**src/hdl/seq_params.svh**
```systemverilog
// Constants for the program sequencer and table read block.
`ifndef SEQ_PARAMS_SVH
`define SEQ_PARAMS_SVH
`define CLK_PER_NS 8
`define SYS_PER_12_NS 83
`define SYS_PER_6_NS 167
`define REG_PC_LOW 8'h06
`define REG_TAB_PTR_LOW 8'h07
`define REG_TAB_HIGH 8'h08
`define REG_WDT_PRESCALE 8'h09
`define REG_SYS_CLK_CTRL 8'h1C
`define REG_TAB_PAGE 8'h1F
`define SCC_SEL_BIT 0
`define SCC_RESET 8'h01
`define VEC_RESET 11'h000
`define VEC_USB 11'h004
`define VEC_TMR 11'h00C
`define LAST_PAGE 3'h7
`define PHASE_LAST 2'h3
`define SST_TICKS 1024
`define WDT_BASE_RC 17'h0_0400
`define PC_ONE 11'h001
`endif

```
**src/hdl/seq_pkg.sv**
```systemverilog
// Types shared by the program sequencer and its environment.
`default_nettype none
package seq_pkg;
  typedef enum logic [2:0] {
    OP_NONE = 3'b000,
    OP_SKIP = 3'b001,
    OP_JUMP = 3'b010,
    OP_CALL = 3'b011,
    OP_RET = 3'b100,
    OP_TAB_CUR = 3'b101,
    OP_TAB_LAST = 3'b110
  } seq_op_e;
  typedef enum logic [1:0] {
    ST_RUN = 2'b00,
    ST_HALT = 2'b01,
    ST_START = 2'b10
  } run_state_e;
  typedef struct packed {
    seq_op_e op;
    logic [10:0] target;
    logic [6:0] dest;
  } seq_cmd_s;
  typedef struct packed {
    logic wr;
    logic [6:0] dest;
    logic [7:0] data;
  } tab_res_s;
endpackage
`default_nettype wire

```
**src/hdl/program_sequencer.sv**
```systemverilog
// Program sequencer: clock phases, fetch pipeline, program counter and table reads.
//
// Contract
// RULE1: System clock is 6 or 12 MHz by a select bit, 12 MHz after reset.
// RULE2: Each instruction cycle is four system clock phases.
// RULE3: Fetch overlaps execute; instructions changing the PC take two cycles.
// RULE4: The PC steps by one after every instruction fetch.
// RULE5: A taken skip discards the prefetched word, giving PC+2.
// RULE6: Writing the PC low byte jumps within the current 256-word page.
// RULE7: Jump, call, return and vectors load all 11 PC bits.
// RULE8: Reset clears the PC to address zero.
// RULE9: Enabled USB request with stack room vectors to 004H.
// RULE10: Enabled timer overflow with stack room vectors to 00CH.
// RULE11: Program memory is 2048 words of 14 bits, read by PC and table.
// RULE12: A table read stores the low byte to data memory, upper bits to high byte.
// RULE13: Current-page table read without page option uses PC bits 10 to 8.
// RULE14: With page option, bits 10 to 8 come from page pointer bits 2 to 0.
// RULE15: Last-page table read forces address bits 10 to 8 to ones.
// RULE16: Table upper bits sit low in the high byte; the rest read zero.
// RULE17: The high byte is read only; both table pointers are read and write.
// RULE18: Every table read takes two instruction cycles.
// RULE19: Firmware masks interrupts around main-program table reads.
// RULE20: Wake from halt waits 1024 system clock periods before running.
// RULE21: Watchdog time-out is prescale times 256 plus 1024 RC periods.
// RULE22: Reading the PC low byte returns PC bits 7 to 0.
//
// Implementation choice: the plain strobed port.
`timescale 1ns/1ns
`default_nettype none
`include "seq_params.svh"
module program_sequencer #(
  parameter int PM_AW = 11,
  parameter int PM_DW = 14,
  parameter bit PAGE_PTR_EN = 1'b0,
  parameter int SST_TICKS = `SST_TICKS
) (
  input wire logic clk,
  input wire logic rst_n,
  input wire logic [7:0] reg_addr,
  input wire logic [7:0] reg_wdata,
  input wire logic reg_wr,
  input wire logic reg_rd,
  output logic [7:0] reg_rdata_r,
  output logic [PM_AW-1:0] pm_addr_r,
  input wire logic [PM_DW-1:0] pm_rdata,
  output logic [PM_DW-1:0] ir_r,
  output logic ir_valid_r,
  input wire seq_pkg::seq_cmd_s cmd,
  input wire logic [PM_AW-1:0] stack_top,
  input wire logic stack_full,
  output logic stack_push_r,
  output logic stack_pop_r,
  output logic [PM_AW-1:0] push_addr_r,
  input wire logic int_enable,
  input wire logic usb_irq,
  input wire logic tmr_irq,
  output logic [1:0] irq_ack_r,
  output seq_pkg::tab_res_s tab_res_r,
  input wire logic halt_req,
  input wire logic wake,
  output seq_pkg::run_state_e run_state_r,
  output logic [1:0] phase_r,
  output logic sys_clock_freq_select_r,
  input wire logic rc_clk_pin,
  input wire logic wdt_clear,
  output logic wdt_timeout_r
);
  import seq_pkg::*;

  localparam logic [4:0] DIV12 = 5'(`SYS_PER_12_NS / `CLK_PER_NS - 1);
  localparam logic [4:0] DIV6 = 5'(`SYS_PER_6_NS / `CLK_PER_NS - 1);
  localparam logic [10:0] SST_LAST = 11'(SST_TICKS - 1);

  logic [4:0] div_cnt_r;
  logic [10:0] sst_cnt_r;
  logic [PM_AW-1:0] pc_r, tab_addr, pcl_addr;
  logic [6:0] tab_dest_r;
  logic [7:0] pcl_val_r, table_pointer_low_r, table_page_pointer_r, table_high_byte_r;
  logic [7:0] watchdog_prescale_setting_r, system_clock_control_r;
  logic [16:0] wdt_cnt_r, wdt_limit;
  logic sys_tick_r, tab_pend_r, pcl_pend_r, rc_s1_r, rc_s2_r, rc_s3_r;
  logic cyc_end, exec, irq_ok, usb_go, tmr_go;

  // The phase divider runs even while halted so that wake-up timing stays exact.
  always_ff @(posedge clk) begin
    if (!rst_n) begin
      div_cnt_r <= 5'h00;
      sys_tick_r <= 1'b0;
    end else if (div_cnt_r == (sys_clock_freq_select_r ? DIV12 : DIV6)) begin // RULE1
      div_cnt_r <= 5'h00;
      sys_tick_r <= 1'b1;
    end else begin
      div_cnt_r <= div_cnt_r + 5'h01;
      sys_tick_r <= 1'b0;
    end
  end

  always_ff @(posedge clk) begin
    if (!rst_n) begin
      phase_r <= 2'h0;
    end else if (sys_tick_r) begin
      phase_r <= phase_r + 2'h1; // RULE2
    end
  end

  assign cyc_end = sys_tick_r && (phase_r == `PHASE_LAST) && (run_state_r == ST_RUN);
  assign exec = cyc_end && ir_valid_r && !tab_pend_r && !pcl_pend_r;
  assign irq_ok = exec && (cmd.op == OP_NONE) && int_enable && !stack_full;
  assign usb_go = irq_ok && usb_irq; // RULE9
  assign tmr_go = irq_ok && !usb_irq && tmr_irq; // RULE10
  assign pcl_addr = {pc_r[10:8], pcl_val_r}; // RULE6

  always_comb begin
    if (cmd.op == OP_TAB_LAST) begin
      tab_addr = {`LAST_PAGE, table_pointer_low_r}; // RULE15
    end else if (PAGE_PTR_EN) begin
      tab_addr = {table_page_pointer_r[2:0], table_pointer_low_r}; // RULE14
    end else begin
      tab_addr = {pc_r[10:8], table_pointer_low_r}; // RULE13
    end
  end

  // Halt, wake and start-up delay.
  always_ff @(posedge clk) begin
    if (!rst_n) begin
      run_state_r <= ST_RUN;
      sst_cnt_r <= 11'h000;
    end else begin
      case (run_state_r)
        ST_RUN: begin
          if (halt_req) begin
            run_state_r <= ST_HALT;
          end
        end
        ST_HALT: begin
          sst_cnt_r <= 11'h000;
          if (wake) begin
            run_state_r <= ST_START;
          end
        end
        ST_START: begin
          if (sys_tick_r) begin
            if (sst_cnt_r == SST_LAST) begin
              run_state_r <= ST_RUN; // RULE20
            end else begin
              sst_cnt_r <= sst_cnt_r + 11'h001;
            end
          end
        end
        default: begin
          run_state_r <= ST_RUN;
        end
      endcase
    end
  end

  // Fetch pipeline: pm_addr_r is the word being fetched, ir_r the one executing.
  always_ff @(posedge clk) begin
    if (!rst_n) begin
      pc_r <= `VEC_RESET; // RULE8
      pm_addr_r <= `VEC_RESET;
      ir_r <= '0;
      ir_valid_r <= 1'b0;
      tab_pend_r <= 1'b0;
      tab_dest_r <= 7'h00;
    end else if (cyc_end) begin
      if (!tab_pend_r) begin
        ir_r <= pm_rdata; // RULE3
      end
      if (tab_pend_r) begin
        pm_addr_r <= pc_r;
        pc_r <= pc_r + `PC_ONE;
        ir_valid_r <= 1'b1; // RULE18
        tab_pend_r <= 1'b0;
      end else if (pcl_pend_r) begin
        pm_addr_r <= pcl_addr; // RULE6
        pc_r <= pcl_addr + `PC_ONE;
        ir_valid_r <= 1'b0;
      end else if (usb_go) begin
        pm_addr_r <= `VEC_USB; // RULE9
        pc_r <= `VEC_USB + `PC_ONE;
        ir_valid_r <= 1'b0;
      end else if (tmr_go) begin
        pm_addr_r <= `VEC_TMR; // RULE10
        pc_r <= `VEC_TMR + `PC_ONE;
        ir_valid_r <= 1'b0;
      end else if (exec && (cmd.op == OP_JUMP || cmd.op == OP_CALL)) begin
        pm_addr_r <= cmd.target; // RULE7
        pc_r <= cmd.target + `PC_ONE;
        ir_valid_r <= 1'b0; // RULE3
      end else if (exec && cmd.op == OP_RET) begin
        pm_addr_r <= stack_top; // RULE7
        pc_r <= stack_top + `PC_ONE;
        ir_valid_r <= 1'b0;
      end else if (exec && cmd.op == OP_SKIP) begin
        pm_addr_r <= pc_r;
        pc_r <= pc_r + `PC_ONE;
        ir_valid_r <= 1'b0; // RULE5
      end else if (exec && (cmd.op == OP_TAB_CUR || cmd.op == OP_TAB_LAST)) begin
        // The prefetched word is parked in ir_r while the port serves the table.
        pm_addr_r <= tab_addr; // RULE11
        ir_valid_r <= 1'b0;
        tab_pend_r <= 1'b1; // RULE18
        tab_dest_r <= cmd.dest;
      end else begin
        pm_addr_r <= pc_r;
        pc_r <= pc_r + `PC_ONE; // RULE4
        ir_valid_r <= 1'b1;
      end
    end
  end

  always_ff @(posedge clk) begin
    if (!rst_n) begin
      stack_push_r <= 1'b0;
      stack_pop_r <= 1'b0;
      push_addr_r <= '0;
      irq_ack_r <= 2'b00;
    end else begin
      stack_push_r <= usb_go || tmr_go || (exec && !pcl_pend_r && cmd.op == OP_CALL);
      stack_pop_r <= exec && cmd.op == OP_RET;
      irq_ack_r <= {tmr_go, usb_go};
      if (cyc_end) begin
        push_addr_r <= pm_addr_r;
      end
    end
  end

  // Table result: low byte to data memory, remaining bits into the high byte.
  always_ff @(posedge clk) begin
    if (!rst_n) begin
      tab_res_r <= '0;
      table_high_byte_r <= 8'h00;
    end else if (cyc_end && tab_pend_r) begin
      tab_res_r.wr <= 1'b1; // RULE12
      tab_res_r.dest <= tab_dest_r;
      tab_res_r.data <= pm_rdata[7:0];
      table_high_byte_r <= 8'(pm_rdata[PM_DW-1:8]); // RULE16
    end else begin
      tab_res_r.wr <= 1'b0;
    end
  end

  // A short jump written over the bus waits for the next cycle boundary with no table read pending.
  always_ff @(posedge clk) begin
    if (!rst_n) begin
      pcl_pend_r <= 1'b0;
      pcl_val_r <= 8'h00;
    end else if (reg_wr && reg_addr == `REG_PC_LOW) begin
      pcl_pend_r <= 1'b1;
      pcl_val_r <= reg_wdata;
    end else if (cyc_end && !tab_pend_r) begin
      pcl_pend_r <= 1'b0;
    end
  end

  // The high byte has no write path, so software cannot restore it.
  always_ff @(posedge clk) begin
    if (!rst_n) begin
      table_pointer_low_r <= 8'h00;
      table_page_pointer_r <= 8'h00;
      watchdog_prescale_setting_r <= 8'h00;
      system_clock_control_r <= `SCC_RESET;
    end else if (reg_wr) begin
      if (reg_addr == `REG_TAB_PTR_LOW) begin
        table_pointer_low_r <= reg_wdata; // RULE17
      end else if (reg_addr == `REG_TAB_PAGE) begin
        table_page_pointer_r <= reg_wdata; // RULE17
      end else if (reg_addr == `REG_WDT_PRESCALE) begin
        watchdog_prescale_setting_r <= reg_wdata;
      end else if (reg_addr == `REG_SYS_CLK_CTRL) begin
        system_clock_control_r <= reg_wdata;
      end
    end
  end

  always_ff @(posedge clk) begin
    if (!rst_n) begin
      sys_clock_freq_select_r <= 1'(`SCC_RESET >> `SCC_SEL_BIT);
    end else begin
      sys_clock_freq_select_r <= system_clock_control_r[`SCC_SEL_BIT]; // RULE1
    end
  end

  always_ff @(posedge clk) begin
    if (!rst_n) begin
      reg_rdata_r <= 8'h00;
    end else if (reg_rd) begin
      if (reg_addr == `REG_PC_LOW) begin
        reg_rdata_r <= pc_r[7:0]; // RULE22
      end else if (reg_addr == `REG_TAB_PTR_LOW) begin
        reg_rdata_r <= table_pointer_low_r;
      end else if (reg_addr == `REG_TAB_HIGH) begin
        reg_rdata_r <= table_high_byte_r; // RULE17
      end else if (reg_addr == `REG_WDT_PRESCALE) begin
        reg_rdata_r <= watchdog_prescale_setting_r;
      end else if (reg_addr == `REG_SYS_CLK_CTRL) begin
        reg_rdata_r <= system_clock_control_r;
      end else if (reg_addr == `REG_TAB_PAGE) begin
        reg_rdata_r <= table_page_pointer_r;
      end else begin
        reg_rdata_r <= 8'h00;
      end
    end else begin
      reg_rdata_r <= 8'h00;
    end
  end

  // The RC clock is asynchronous, so only its synchronised copy is edge detected.
  always_ff @(posedge clk) begin
    if (!rst_n) begin
      rc_s1_r <= 1'b0;
      rc_s2_r <= 1'b0;
      rc_s3_r <= 1'b0;
    end else begin
      rc_s1_r <= rc_clk_pin;
      rc_s2_r <= rc_s1_r;
      rc_s3_r <= rc_s2_r;
    end
  end

  assign wdt_limit = {1'b0, watchdog_prescale_setting_r, 8'h00} + `WDT_BASE_RC; // RULE21

  always_ff @(posedge clk) begin
    if (!rst_n) begin
      wdt_cnt_r <= 17'h0_0000;
      wdt_timeout_r <= 1'b0;
    end else if (wdt_clear) begin
      wdt_cnt_r <= 17'h0_0000;
      wdt_timeout_r <= 1'b0;
    end else if (rc_s2_r && !rc_s3_r) begin
      if (wdt_cnt_r + 17'h0_0001 >= wdt_limit) begin
        wdt_cnt_r <= 17'h0_0000;
        wdt_timeout_r <= 1'b1; // RULE21
      end else begin
        wdt_cnt_r <= wdt_cnt_r + 17'h0_0001;
        wdt_timeout_r <= 1'b0;
      end
    end else begin
      wdt_timeout_r <= 1'b0;
    end
  end
endmodule
`default_nettype wire

```
**config.mk**
```make
export PLATFORM = sky130hd
export DESIGN_NAME = program_sequencer
export DESIGN_NICKNAME = d
export VERILOG_FILES = /design/src/hdl/seq_pkg.sv /design/src/hdl/program_sequencer.sv
export VERILOG_INCLUDE_DIRS = /design/src /design/src/hdl
export SDC_FILE = /design/constraint.sdc
export NUM_CORES = 1
export LEC_CHECK = 0
export BUFFER_PORTS_ARGS = -buffer_cell sky130_fd_sc_hd__buf_4
export CAP_MARGIN = 40
export CELL_PAD_IN_SITES_DETAIL_PLACEMENT = 1
export CELL_PAD_IN_SITES_GLOBAL_PLACEMENT = 1
export CORE_MARGIN = 3
export CORE_UTILIZATION = 42
export DETAILED_ROUTE_END_ITERATION = 10
export PLACE_DENSITY_LB_ADDON = 0.1
export SKIP_LAST_GASP = 1
export SLEW_MARGIN = 5
export SYNTH_ARGS = -nofsm -noshare
export SYNTH_HDL_FRONTEND = slang
export SYNTH_SLANG_ARGS = --single-unit
```
**constraint.sdc**
```tcl
create_clock -name clk -period 3.86 [get_ports clk]
set_clock_uncertainty 0.2 [all_clocks]
set_input_delay 0.772 -clock clk [delete_from_list [all_inputs] [get_ports clk]]
set_output_delay 0.772 -clock clk [all_outputs]
set_load 0.005 [all_outputs]
```
# == After elaboration in Yosys (flattened, before gate mapping) ==
# Index checks and enable logic that the tools add are counted.
# word_totals
register_bits,174
output_inout_bits,71
# classes
eq_ne,23
addsub,9
reduce_logical,47
n_lt_le_gt_ge,1
bitwise_logic,12
muxes,54
# op_table
op,n
$mux 11,19
$add 11x1->11 const B,5
$mux 8,6
$pmux 11 s2,1
$logic_and 1x1->1,21
$mux 1,21
$add 16x11->17 const B,1
$add 17x1->17 const B,1
$ge 17x17->1,1
$mux 17,1
$eq 8x3->1 const B,2
$eq 8x4->1 const B,2
$eq 8x5->1 const B,2
$not 1->1,12
$eq 11x10->1 const B,1
$ne 2x2->1 const B,5
$eq 3x3->1 const B,3
$reduce_and 9->1,1
$mux 2,4
$ne 8x7->1 const B,1
$reduce_and 2->1,4
$reduce_and 4->1,2
$eq 3x2->1 const B,2
$pmux 2 s3,1
16 further kinds,27

# == Depth between registers and ports, before layout ==
# Gate-level depths: netlist of the first run.
# logic_depth
word_depth,15
mapped_depth,14
ltp_nobuf,13

# == Least setup slack after synthesis of the first run ==
# OpenSTA, ideal clock, no wires.
# synth_path
kind,reg2reg
start,register wdt_cnt_r[0]
end,register wdt_cnt_r[11]
arrival_ns,3.191
path_buffers,1
slack_ns,0.394
stages_incl_launch_ff,15
synth_period_minus_slack_ns,3.466
required_time_ns,3.585
path_cell_list,dfxtp_1 ha_1 inv_1 nor3_1 nand3_1 or2_2 nand2_1 ha_1 a211oi_1 nand3_1 o21ai_0 o31a_2 o21ai_1 buf_2 o22ai_1
# synth_via
elab_chain_len,3
# synth_lines
element,line,text
start: declaration,program_sequencer.sv:80,"logic [16:0] wdt_cnt_r, wdt_limit;"
start signal: assignment,program_sequencer.sv:336,wdt_cnt_r <= wdt_cnt_r + 17'h0_0001;
$add 17x1->17 *,"program_sequencer.sv:332, program_sequencer.sv:336",
$ge 17x17->1,program_sequencer.sv:332,if (wdt_cnt_r + 17'h0_0001 >= wdt_limit) begin
$mux 17 *,program_sequencer.sv:332,
# Every way passes the cells marked *; elsewhere a longest branch is shown, timed or not.
# A chain may end at the register's enable or synchronous reset.

# == Worst setup path after layout of the first run ==
# layout_path
start,register wdt_cnt_r[1]
end,register wdt_cnt_r[12]
# Same word-level chain as after synthesis.

==> impl_metrics.env, run 1 <==
export IMPL_ioPinCount=145
export IMPL_rows=53
export IMPL_p_seq_frac=0.472
export IMPL_max_slew_margin=0.434
export IMPL_period_minus_slack_ns=3.55
export IMPL_drive_gt1_frac=0.179
export IMPL_r2r_start="wdt_cnt_r[1]"
export IMPL_antenna_cells=0
export IMPL_final_common_cell="nand2_1"
export IMPL_critical_path_cell_chain="ha_4 -> inv_1 -> nor3_2 -> nand3_1 -> nor2_1 -> xor2_1 -> ha_1 -> nand4_1 -> nor4_2 -> nand3_1 -> o31a_2 -> o311ai_4 -> o22ai_1"
export IMPL_routedWlPerCell_um=20.0
export IMPL_wl_um=31100
export IMPL_cts_resized=0
export IMPL_synthArstFlopShare=0
export IMPL_ys_flop_type="dfxtp_1"
export IMPL_synth_edff_count=0
export IMPL_grt_max_degree=53
export IMPL_cts_clk_slew_worst_paths_ns=0.08
export IMPL_start_util=0.430
export IMPL_die_x_um=153
export IMPL_slowest_stage="dfxtp_1"
export IMPL_finalHoldViolations=0
export IMPL_whs_ns=0.239
export IMPL_fin_nets=1363
export IMPL_post_cts_buffers=0
export IMPL_cp_max_fo=7
export IMPL_synthesis_nets=1246
export IMPL_p_per_area_nw_per_um2=346
export IMPL_critPathRequiredTime_ns=3.97
export IMPL_synth_distinct_cells=74
export IMPL_drc=0
export IMPL_grt_first_pass_wirelength_um=50300
export IMPL_combPwrFrac=0.055
export IMPL_syn_cell_area_um2=9130
export IMPL_p_leak_nw=4.23
export IMPL_path_common_cell="nand3_1"
export IMPL_hold_start="rc_s1_r"
export IMPL_layout_common_cells="211 x nand2_1, 172 x dfxtp_1, 170 x buf_4"
export IMPL_cp_start_kind="flip-flop"
export IMPL_p_sw_frac=0.263
export IMPL_via_per_inst=5.87
export IMPL_switchingPower_mw=1.01
export IMPL_cts_root_buf="clkbuf_16"
export IMPL_critPathArrivalTime_ns=3.65
export IMPL_ys_warn_count=0
export IMPL_status="finished, final reports clean"
export IMPL_cts_buffer_depth=2
export IMPL_grt_overflow=0
export IMPL_rsz0062_at_grt="no"
export IMPL_area_growth_pct=21.4
export IMPL_worstMarginPinSlew_ns=0.848
export IMPL_clock_latency_ns=0.44
export IMPL_ir_drop_mv=0.257
export IMPL_grtUsageTotal=0.261
export IMPL_drtIter0Drc=596
export IMPL_report_final_slew_viol_count=0
export IMPL_maxCapViolCount=0
export IMPL_dr_pass1_iters=5
export IMPL_startpoint="wdt_cnt_r[1]"
export IMPL_p_clk_frac=0.472
export IMPL_postCtsHoldBufs=0
export IMPL_die_area_um2=23500
export IMPL_numPortBuffers=144
export IMPL_syn_inst=1153
export IMPL_die_h_um=153
export IMPL_cts_sinks=174
export IMPL_vias=9148
export IMPL_dp_hpwl_um=22500
export IMPL_yosysSeqAreaShare=0.382
export IMPL_grt_antenna_before_repair=0
export IMPL_max_freq_ghz=0.282
export IMPL_setup_viol=0
export IMPL_placed_area_um2=10400
export IMPL_period_share=0.919
export IMPL_first_global_vias=9122
export IMPL_design_area_um2=11100
export IMPL_hold_path_class="flip-flop to flip-flop"
export IMPL_coreArea_um2=21200
export IMPL_place_congestion=0.867
export IMPL_p_int_mw=2.82
export IMPL_path_class="flip-flop to flip-flop"
export IMPL_fin_setup_tns_ns=0
export IMPL_synth_seq_cells=174
export IMPL_htreeDepth=4
export IMPL_avgSynthCellArea_um2=7.92
export IMPL_ant_nets=0
export IMPL_cts_tree="yes"
export IMPL_critPathCaptureType="flip-flop"
export IMPL_numCtsBuffers=17
export IMPL_cpPeakStageDelay_ns=0.46
-- path summary, 6_finish.rpt --
check                  end  slack, ns  cells after the start
max reg2reg  wdt_cnt_r[12]       0.31                     13
min                rc_s2_r       0.24                      1
max          wdt_cnt_r[12]       0.31                     13
min reg2reg        rc_s2_r       0.24                      1
-- critical path, delay by kind of cell (launching register included) --
| kind | cells | cell delay (ns) |
|---|---|---|
| AO/OA/AOI/OAI | 3 | 0.97 |
| flip-flops | 1 | 0.46 |
| adder cells (fa/ha/maj) | 2 | 0.42 |
| AND/OR/NAND/NOR | 6 | 1.00 |
| buffers and inverters | 1 | 0.08 |
| XOR/XNOR | 1 | 0.25 |
-- cells in the mapped netlist, types with 3 or more instances --
master,count,area share
a22oi_1,17,0.014
nor2_1,79,0.032
dfxtp_1,174,0.38
nand2_1,211,0.087
nand4_1,26,0.018
a31oi_1,8,0.0055
xor2_1,33,0.032
nand3_1,77,0.042
o22a_1,3,0.0029
and4_1,10,0.0096
nor2b_1,9,0.0062
buf_6,4,0.0049
or2_2,6,0.0041
mux2i_1,25,0.027
xnor2_1,26,0.025
o21a_1,6,0.0049
nand2b_1,8,0.0055
a211oi_1,8,0.0066
clkbuf_1,45,0.019
a32o_1,3,0.0033
a221oi_1,6,0.0058
a22o_1,7,0.0067
nor3_1,14,0.0077
o31ai_1,5,0.0041
inv_1,11,0.0045
a21oi_1,121,0.066
o21ai_0,50,0.027
o221ai_1,8,0.0077
o22ai_1,16,0.011
a21o_1,5,0.0041
buf_2,16,0.0088
and3_1,19,0.013
ha_1,19,0.026
nor4_1,6,0.0041
buf_1,4,0.0016
a2bb2oi_1,3,0.0029
and2_1,11,0.0075
o211ai_1,11,0.0090
or3_1,4,0.0027
-- through the flow --
step	worst slack, ns	total power [mW]	instances	utilization
finish	0.314	3.83	1558	0.522
floorplan	0.394	1.94	1153	-
detailed placement	0.200	2.06	1526	0.491
CTS	0.0833	3.86	1558	0.521
global placement	0.347	2.06	1526	0.491
global route	0.0107	3.95	1558	0.522
-- cell type report --
type / instances / area [um^2]
clock buffers: 17 / 425
flip-flops and latches: 174 / 3490
fillers: 2600 / 10100
repair buffers: 170 / 1280
inverters: 12 / 46.3
clock inverters: 15 / 194
multi-input cells: 895 / 5310
well taps: 275 / 344
-- state kept, by name, summed over array words and instances (netlist names), 11 cells and up --
name	count
push_addr_r	11
pc_r	11
sst_cnt_r	11
wdt_cnt_r	17
tab_res_r	16
pm_addr_r	11
ir_r	14
-- power by group through the flow --
stage          Sequential (mW)  Combinational [mW]  Clock (mW)
3_3_place_gp              1.85               0.207           0
5_1_grt                   1.81               0.231        1.91
3_5_place_dp              1.85               0.209           0
4_1_cts                   1.81               0.211        1.84
2_1_floorplan             1.85              0.0956           0
6_report                  1.81               0.212        1.81
-- kinds of logic (layout without fill, tap and decap cells) --
kind of cell               after synthesis  in the layout  synth area share
buffers and inverters                   84            214            0.0418
DFF                                    174            174             0.382
and+or+nand+nor                        495            495             0.262
xor gates and xnor gates                59             59            0.0566
muxes                                   26             26            0.0286
AOI/OAI and AO/OA                      296            296             0.203
adders and majority gates               19             19            0.0260
-- metal layers --
| layer | global-route usage | routed length [um] |
|---|---|---|
| met2 | 0.426 | 14600 |
| met1 | 0.362 | 14000 |
| met4 | 0.0542 | 396 |
| met3 | 0.0510 | 2170 |
| met5 | 0 | 0 |
(Power assumes the default switching activity.)
==> run 2, diff against run 1 <==
--- a/config.mk
+++ b/config.mk
@@ -8,3 +8,2 @@
 export LEC_CHECK = 0
-export BUFFER_PORTS_ARGS = -buffer_cell sky130_fd_sc_hd__buf_4
 export CAP_MARGIN = 40
@@ -13,4 +12,6 @@
 export CORE_MARGIN = 3
-export CORE_UTILIZATION = 42
+export CORE_UTILIZATION = 47
 export DETAILED_ROUTE_END_ITERATION = 10
+export DONT_BUFFER_PORTS = 1
+export GPL_TIMING_DRIVEN = 1
 export PLACE_DENSITY_LB_ADDON = 0.1
--- a/constraint.sdc
+++ b/constraint.sdc
@@ -4,2 +4,2 @@
 set_output_delay 0.772 -clock clk [all_outputs]
-set_load 0.005 [all_outputs]
+set_load 0.05 [all_outputs]
==> run 2 against run 1 <==
Utilization grew 0.50 points. Design area shrank 10%. Sequential cell count did not move. First-iteration DRC count grew 3.7%. Final cell count fell by 10%. Critical path depth stayed put. Clock-buffer cell count did not move. Critical path type unchanged. Clock power about the same. Fmax fell by 2.2%. Largest cell class unchanged. Sequential share of layout area is 3.5 points higher. Highest routed layer unchanged.
==> impl_metrics.env, run 2 (synthesis results as in run 1) <==
export IMPL_status="finished, final reports clean"
export IMPL_p_seq_frac=0.489
export IMPL_cts_tree="yes"
export IMPL_combPwrFrac=0.029
export IMPL_report_final_slew_viol_count=0
export IMPL_antenna_cells=0
export IMPL_reg_largest_list="wdt_cnt_r x17, tab_res_r x16, ir_r x14"
export IMPL_hold_start="rst_n"
export IMPL_rows=50
export IMPL_min_path_cells=1
export IMPL_switchingPower_uw=976
export IMPL_via_per_inst=6.23
export IMPL_fillers=2330
export IMPL_postCtsHoldBufs=0
export IMPL_period_share=0.939
export IMPL_drtIter0Drc=618
export IMPL_area_growth_pct=9.10
export IMPL_die_area_um2=21100
export IMPL_grt_overflow=0
export IMPL_setup_viol=0
export IMPL_path_class="flip-flop to flip-flop"
export IMPL_place_congestion=0.895
export IMPL_regMostFlops="wdt_cnt_r"
export IMPL_drive_gt1_frac=0.0720
export IMPL_final_common_cell="nand2_1"
export IMPL_numPortBuffers=0
export IMPL_cp_max_fo=8
export IMPL_numCtsBuffers=17
export IMPL_grt_max_degree=60
export IMPL_wl_um=30200
export IMPL_p_leak_nw=3.50
export IMPL_hold_path_class="input pin to flip-flop"
export IMPL_critical_path_cell_chain="nand4_1 -> nor3_1 -> nand3_1 -> or2_2 -> nand2_1 -> ha_1 -> nand2_1 -> nor4_2 -> nand3_1 -> o31a_2 -> o311ai_4 -> buf_4 -> o22ai_1"
export IMPL_final_core_util=0.527
export IMPL_drc=0
export IMPL_start_util=0.483
export IMPL_fin_cells=1399
export IMPL_finalHoldViolations=0
export IMPL_grtUsageTotal=0.281
export IMPL_dr_pass1_iters=5
export IMPL_rr_worst_depth=13
export IMPL_critPathCaptureType="flip-flop"
export IMPL_max_slew_margin=0.467
export IMPL_htreeDepth=4
export IMPL_grt_first_pass_wirelength_um=48200
export IMPL_first_global_vias=8699
export IMPL_p_per_area_nw_per_um2=371
export IMPL_vias=8711
export IMPL_cts_clk_slew_worst_paths_ns=0.08
export IMPL_die_h_um=145
export IMPL_cpPeakStageDelay_ns=0.46
export IMPL_cts_sinks=174
export IMPL_max_freq_ghz=0.276
export IMPL_slowest_stage="dfxtp_1"
export IMPL_fin_setup_tns_ns=0
export IMPL_cp_start_kind="flip-flop"
export IMPL_clock_latency_ns=0.44
export IMPL_dp_hpwl_um=21400
export IMPL_routedWlPerCell_um=21.6
export IMPL_worstHoldEndpoint="system_clock_control_r[0]"
export IMPL_ir_drop_mv=0.287
export IMPL_period_minus_slack_ns=3.62
export IMPL_worstMarginPinSlew_ns=0.792
export IMPL_design_area_um2=9960
export IMPL_p_sw_frac=0.264
export IMPL_whs_ns=0.197
export IMPL_layout_common_cells="211 x nand2_1, 174 x dfxtp_1, 121 x a21oi_1"
export IMPL_placed_cells=1366
export IMPL_largest_reg_flops=17
export IMPL_placed_area_um2=9330
export IMPL_die_x_um=145
export IMPL_critPathArrivalTime_ns=3.74
export IMPL_p_clk_frac=0.482
export IMPL_coreArea_um2=18900
export IMPL_maxCapViolCount=0
export IMPL_p_int_mw=2.72
export IMPL_fin_nets=1219
export IMPL_cts_root_buf="clkbuf_16"
export IMPL_critPathRequiredTime_ns=3.98
export IMPL_ioPinCount=145
export IMPL_r2r_start="wdt_cnt_r[2]"
export IMPL_r2r_end="wdt_cnt_r[12]"
export IMPL_grt_antenna_before_repair=0
export IMPL_r2r_slack_ns=0.24
export IMPL_cts_buffer_depth=2
export IMPL_ant_nets=0
[run 2: timing repair]
| item | CTS | global route |
|---|---|---|
| gates resized for setup | 0 | 2 |
| setup buffers | 0 | 1 |
| endpoints found under the setup margin | 0 | 12 |
[run 2: worst max path at each step]
stage	from	to
2_1_floorplan	wdt_cnt_r[0]	wdt_cnt_r[11]
3_3_place_gp	wdt_cnt_r[2]	wdt_cnt_r[16]
3_5_place_dp	wdt_cnt_r[2]	wdt_cnt_r[16]
4_1_cts	wdt_cnt_r[2]	wdt_cnt_r[12]
5_1_grt	wdt_cnt_r[2]	wdt_cnt_r[3]
6_report	wdt_cnt_r[2]	wdt_cnt_r[12]
[run 2: layout make-up]
class / count / area (um^2) / share of cell area
sequential: 174 / 3480 / 0.350
clock buffer: 17 / 425 / 0.0427
tap: 260 / 325 / 0.0327
multi-input combinational: 895 / 5290 / 0.531
timing repair buffer: 26 / 203 / 0.0204
clock inverter: 15 / 186 / 0.0187
inverter: 12 / 46.3 / 0.00465
[run 2: metal layers]
| layer | vias up | part of all wire | GRT usage |
|---|---|---|---|
| met3 | 49 | 0.078 | 0.0744 |
| li1 | 4078 | - | - |
| met2 | 304 | 0.46 | 0.450 |
| met1 | 4280 | 0.44 | 0.378 |
| met5 | - | 0 | 0 |
| met4 | 0 | 0.018 | 0.0731 |
[run 2: through the flow]
stage	power, mW	setup WS [ns]
3_3_place_gp	1.95	0.235
5_1_grt	3.82	-0.00171
4_1_cts	3.73	0.0374
6_report	3.70	0.235
2_1_floorplan	1.95	0.394
3_5_place_dp	1.96	0.158
[run 2: worst max-delay path, delay by kind of cell (launching register included)]
kind,cells,cell delay (ns)
adder cells (fa/ha/maj),1,0.15
AND/OR/NAND/NOR,8,1.76
AO/OA/AOI/OAI,3,0.73
buffers and inverters,1,0.21
flip-flops,1,0.46
[run 2: power by group through the flow]
stage / sequential [mW] / clock, mW / combinational [mW]
finish: 1.81 / 1.78 / 0.109
global route: 1.81 / 1.90 / 0.119
CTS: 1.81 / 1.81 / 0.108
detailed placement: 1.85 / 0 / 0.106
global placement: 1.85 / 0 / 0.101
floorplan: 1.85 / 0 / 0.0956
==> run 3, diff against run 2 <==
Settings changed: RECOVER_POWER set to 50.
==> run 3 against run 2 <==
The flow now finishes with violations (max-capacitance violations, max-slew violations). Via count increased by 0.31%. Worst setup slack got worse by 0.037 ns. Hold slack improved by 0.0037 ns. Sequential share of layout area increased by 0.19 points. Sequential cell count unchanged. Critical path depth decreased by 5. Combinational power about the same.
==> impl_metrics.env, run 3 (synthesis results as in run 1) <==
export IMPL_cts_sinks=174
export IMPL_cpLargestDelayFamily="simple AND/OR/NAND/NOR gates"
export IMPL_grt_first_pass_wirelength_um=48200
export IMPL_cpPeakStageDelay_ns=0.87
export IMPL_cts_root_buf="clkbuf_16"
export IMPL_p_int_mw=2.72
export IMPL_setup_viol=0
export IMPL_max_slew_margin=-0.115
export IMPL_ir_drop_mv=0.286
export IMPL_antenna_cells=0
export IMPL_critPathCaptureType="flip-flop"
export IMPL_numCtsBuffers=17
export IMPL_fillers=2337
export IMPL_numPortBuffers=0
export IMPL_hold_path_class="input pin to flip-flop"
export IMPL_whs_ns=0.200
export IMPL_crit_buf_inv=1
export IMPL_htreeDepth=4
export IMPL_switchingPower_uw=974
export IMPL_p_sw_frac=0.264
export IMPL_min_path_cells=1
export IMPL_maxCapViolCount=1
export IMPL_p_leak_nw=3.47
export IMPL_dr_pass1_iters=5
export IMPL_ioPinCount=145
export IMPL_hold_start="rst_n"
export IMPL_via_per_inst=6.25
export IMPL_fin_nets=1219
export IMPL_start_util=0.483
export IMPL_reg_largest_list="wdt_cnt_r x17, tab_res_r x16, ir_r x14"
export IMPL_grtUsageTotal=0.281
export IMPL_rows=50
export IMPL_final_core_util=0.524
export IMPL_r2r_end="pm_addr_r[2]"
export IMPL_violations="max-capacitance violations, max-slew violations"
export IMPL_die_area_um2=21100
export IMPL_wl_um=30200
export IMPL_dp_hpwl_um=21400
export IMPL_drtIter0Drc=631
export IMPL_postCtsHoldBufs=0
export IMPL_grt_overflow=0
export IMPL_p_per_area_nw_per_um2=373
export IMPL_die_x_um=145
export IMPL_largest_reg_flops=17
export IMPL_period_minus_slack_ns=3.66
export IMPL_r2r_start="phase_r[0]"
export IMPL_first_global_vias=8699
export IMPL_clock_latency_ns=0.44
export IMPL_vias=8738
export IMPL_final_common_cell="nand2_1"
export IMPL_worstMarginPinSlew_ns=1.66
export IMPL_worstHoldEndpoint="system_clock_control_r[0]"
export IMPL_placed_area_um2=9330
export IMPL_max_freq_ghz=0.273
export IMPL_ant_nets=0
export IMPL_cp_start_kind="flip-flop"
export IMPL_finalPower_mw=3.69
export IMPL_critPathArrivalTime_ns=3.78
export IMPL_fin_setup_tns_ns=0
export IMPL_die_h_um=145
export IMPL_critPathRequiredTime_ns=3.98
export IMPL_coreArea_um2=18900
export IMPL_design_area_um2=9910
export IMPL_p_clk_frac=0.482
export IMPL_path_class="flip-flop to flip-flop"
export IMPL_critical_path_cell_chain="clkbuf_1 -> ha_1 -> nand4bb_4 -> or3_1 -> mux2i_1 -> a211oi_1 -> o221ai_1 -> a21oi_1"
export IMPL_area_growth_pct=8.51
export IMPL_r2r_slack_ns=0.20
export IMPL_place_congestion=0.895
export IMPL_layout_common_cells="211 x nand2_1, 174 x dfxtp_1, 121 x a21oi_1"
export IMPL_p_seq_frac=0.489
export IMPL_grt_max_degree=60
export IMPL_report_final_slew_viol_count=10
export IMPL_combPwrFrac=0.029
export IMPL_regMostFlops="wdt_cnt_r"
export IMPL_routedWlPerCell_um=21.6
export IMPL_cp_max_fo=17
export IMPL_finalHoldViolations=0
export IMPL_cts_buffer_depth=2
export IMPL_cts_tree="yes"
export IMPL_slowest_stage="or3_1"
export IMPL_period_share=0.949
export IMPL_rr_worst_depth=8
export IMPL_drive_gt1_frac=0.0650
export IMPL_grt_antenna_before_repair=0
export IMPL_status="complete, but fails checks"
export IMPL_drc=0
export IMPL_cts_clk_slew_worst_paths_ns=0.08
run 3: power groups by stage:
stage          Sequential, mW  Clock, mW  Combinational, mW
2_1_floorplan            1.85          0             0.0956
3_3_place_gp             1.85          0              0.101
3_5_place_dp             1.85          0              0.106
4_1_cts                  1.81       1.81              0.108
5_1_grt                  1.81       1.90              0.116
6_report                 1.81       1.78              0.106
run 3: repair_timing:
item / CTS / global route
gates resized for setup: 0 / 2
setup endpoints to repair: 0 / 12
buffers inserted: 0 / 1
run 3: how the worst max path moves through the flow:
stage	start	end	slack, ns	cells after the start
3_3_place_gp	wdt_cnt_r[2]	wdt_cnt_r[16]	0.23	12
3_5_place_dp	wdt_cnt_r[2]	wdt_cnt_r[16]	0.16	11
4_1_cts	wdt_cnt_r[2]	wdt_cnt_r[12]	0.04	11
2_1_floorplan	wdt_cnt_r[0]	wdt_cnt_r[11]	0.39	14
5_1_grt	wdt_cnt_r[2]	wdt_cnt_r[3]	-0.002	13
6_report	phase_r[0]	pm_addr_r[2]	0.20	8
run 3: cell type report:
type	instances	area, um^2	area share
Tap cell	260	325	0.0328
Multi-Input combinational cell	895	5270	0.532
Timing Repair Buffer	26	174	0.0176
Sequential cell	174	3480	0.352
Clock buffer	17	425	0.0429
Clock inverter	15	186	0.0188
Inverter	12	46.3	0.00467
run 3: metal layers:
metal | GRT usage | vias to the layer above | wire length [um]
met4 | 0.0731 | 0 | 520
met3 | 0.0744 | 43 | 2360
met2 | 0.450 | 284 | 14000
met5 | 0 | - | 0
li1 | - | 4080 | -
met1 | 0.378 | 4331 | 13300
run 3: stage by stage:
stage          worst slack, ns  cells
6_report                 0.198   1399
5_1_grt               -0.00171   1399
4_1_cts                 0.0374   1398
3_5_place_dp             0.158   1366
3_3_place_gp             0.235   1365
2_1_floorplan            0.394   1153
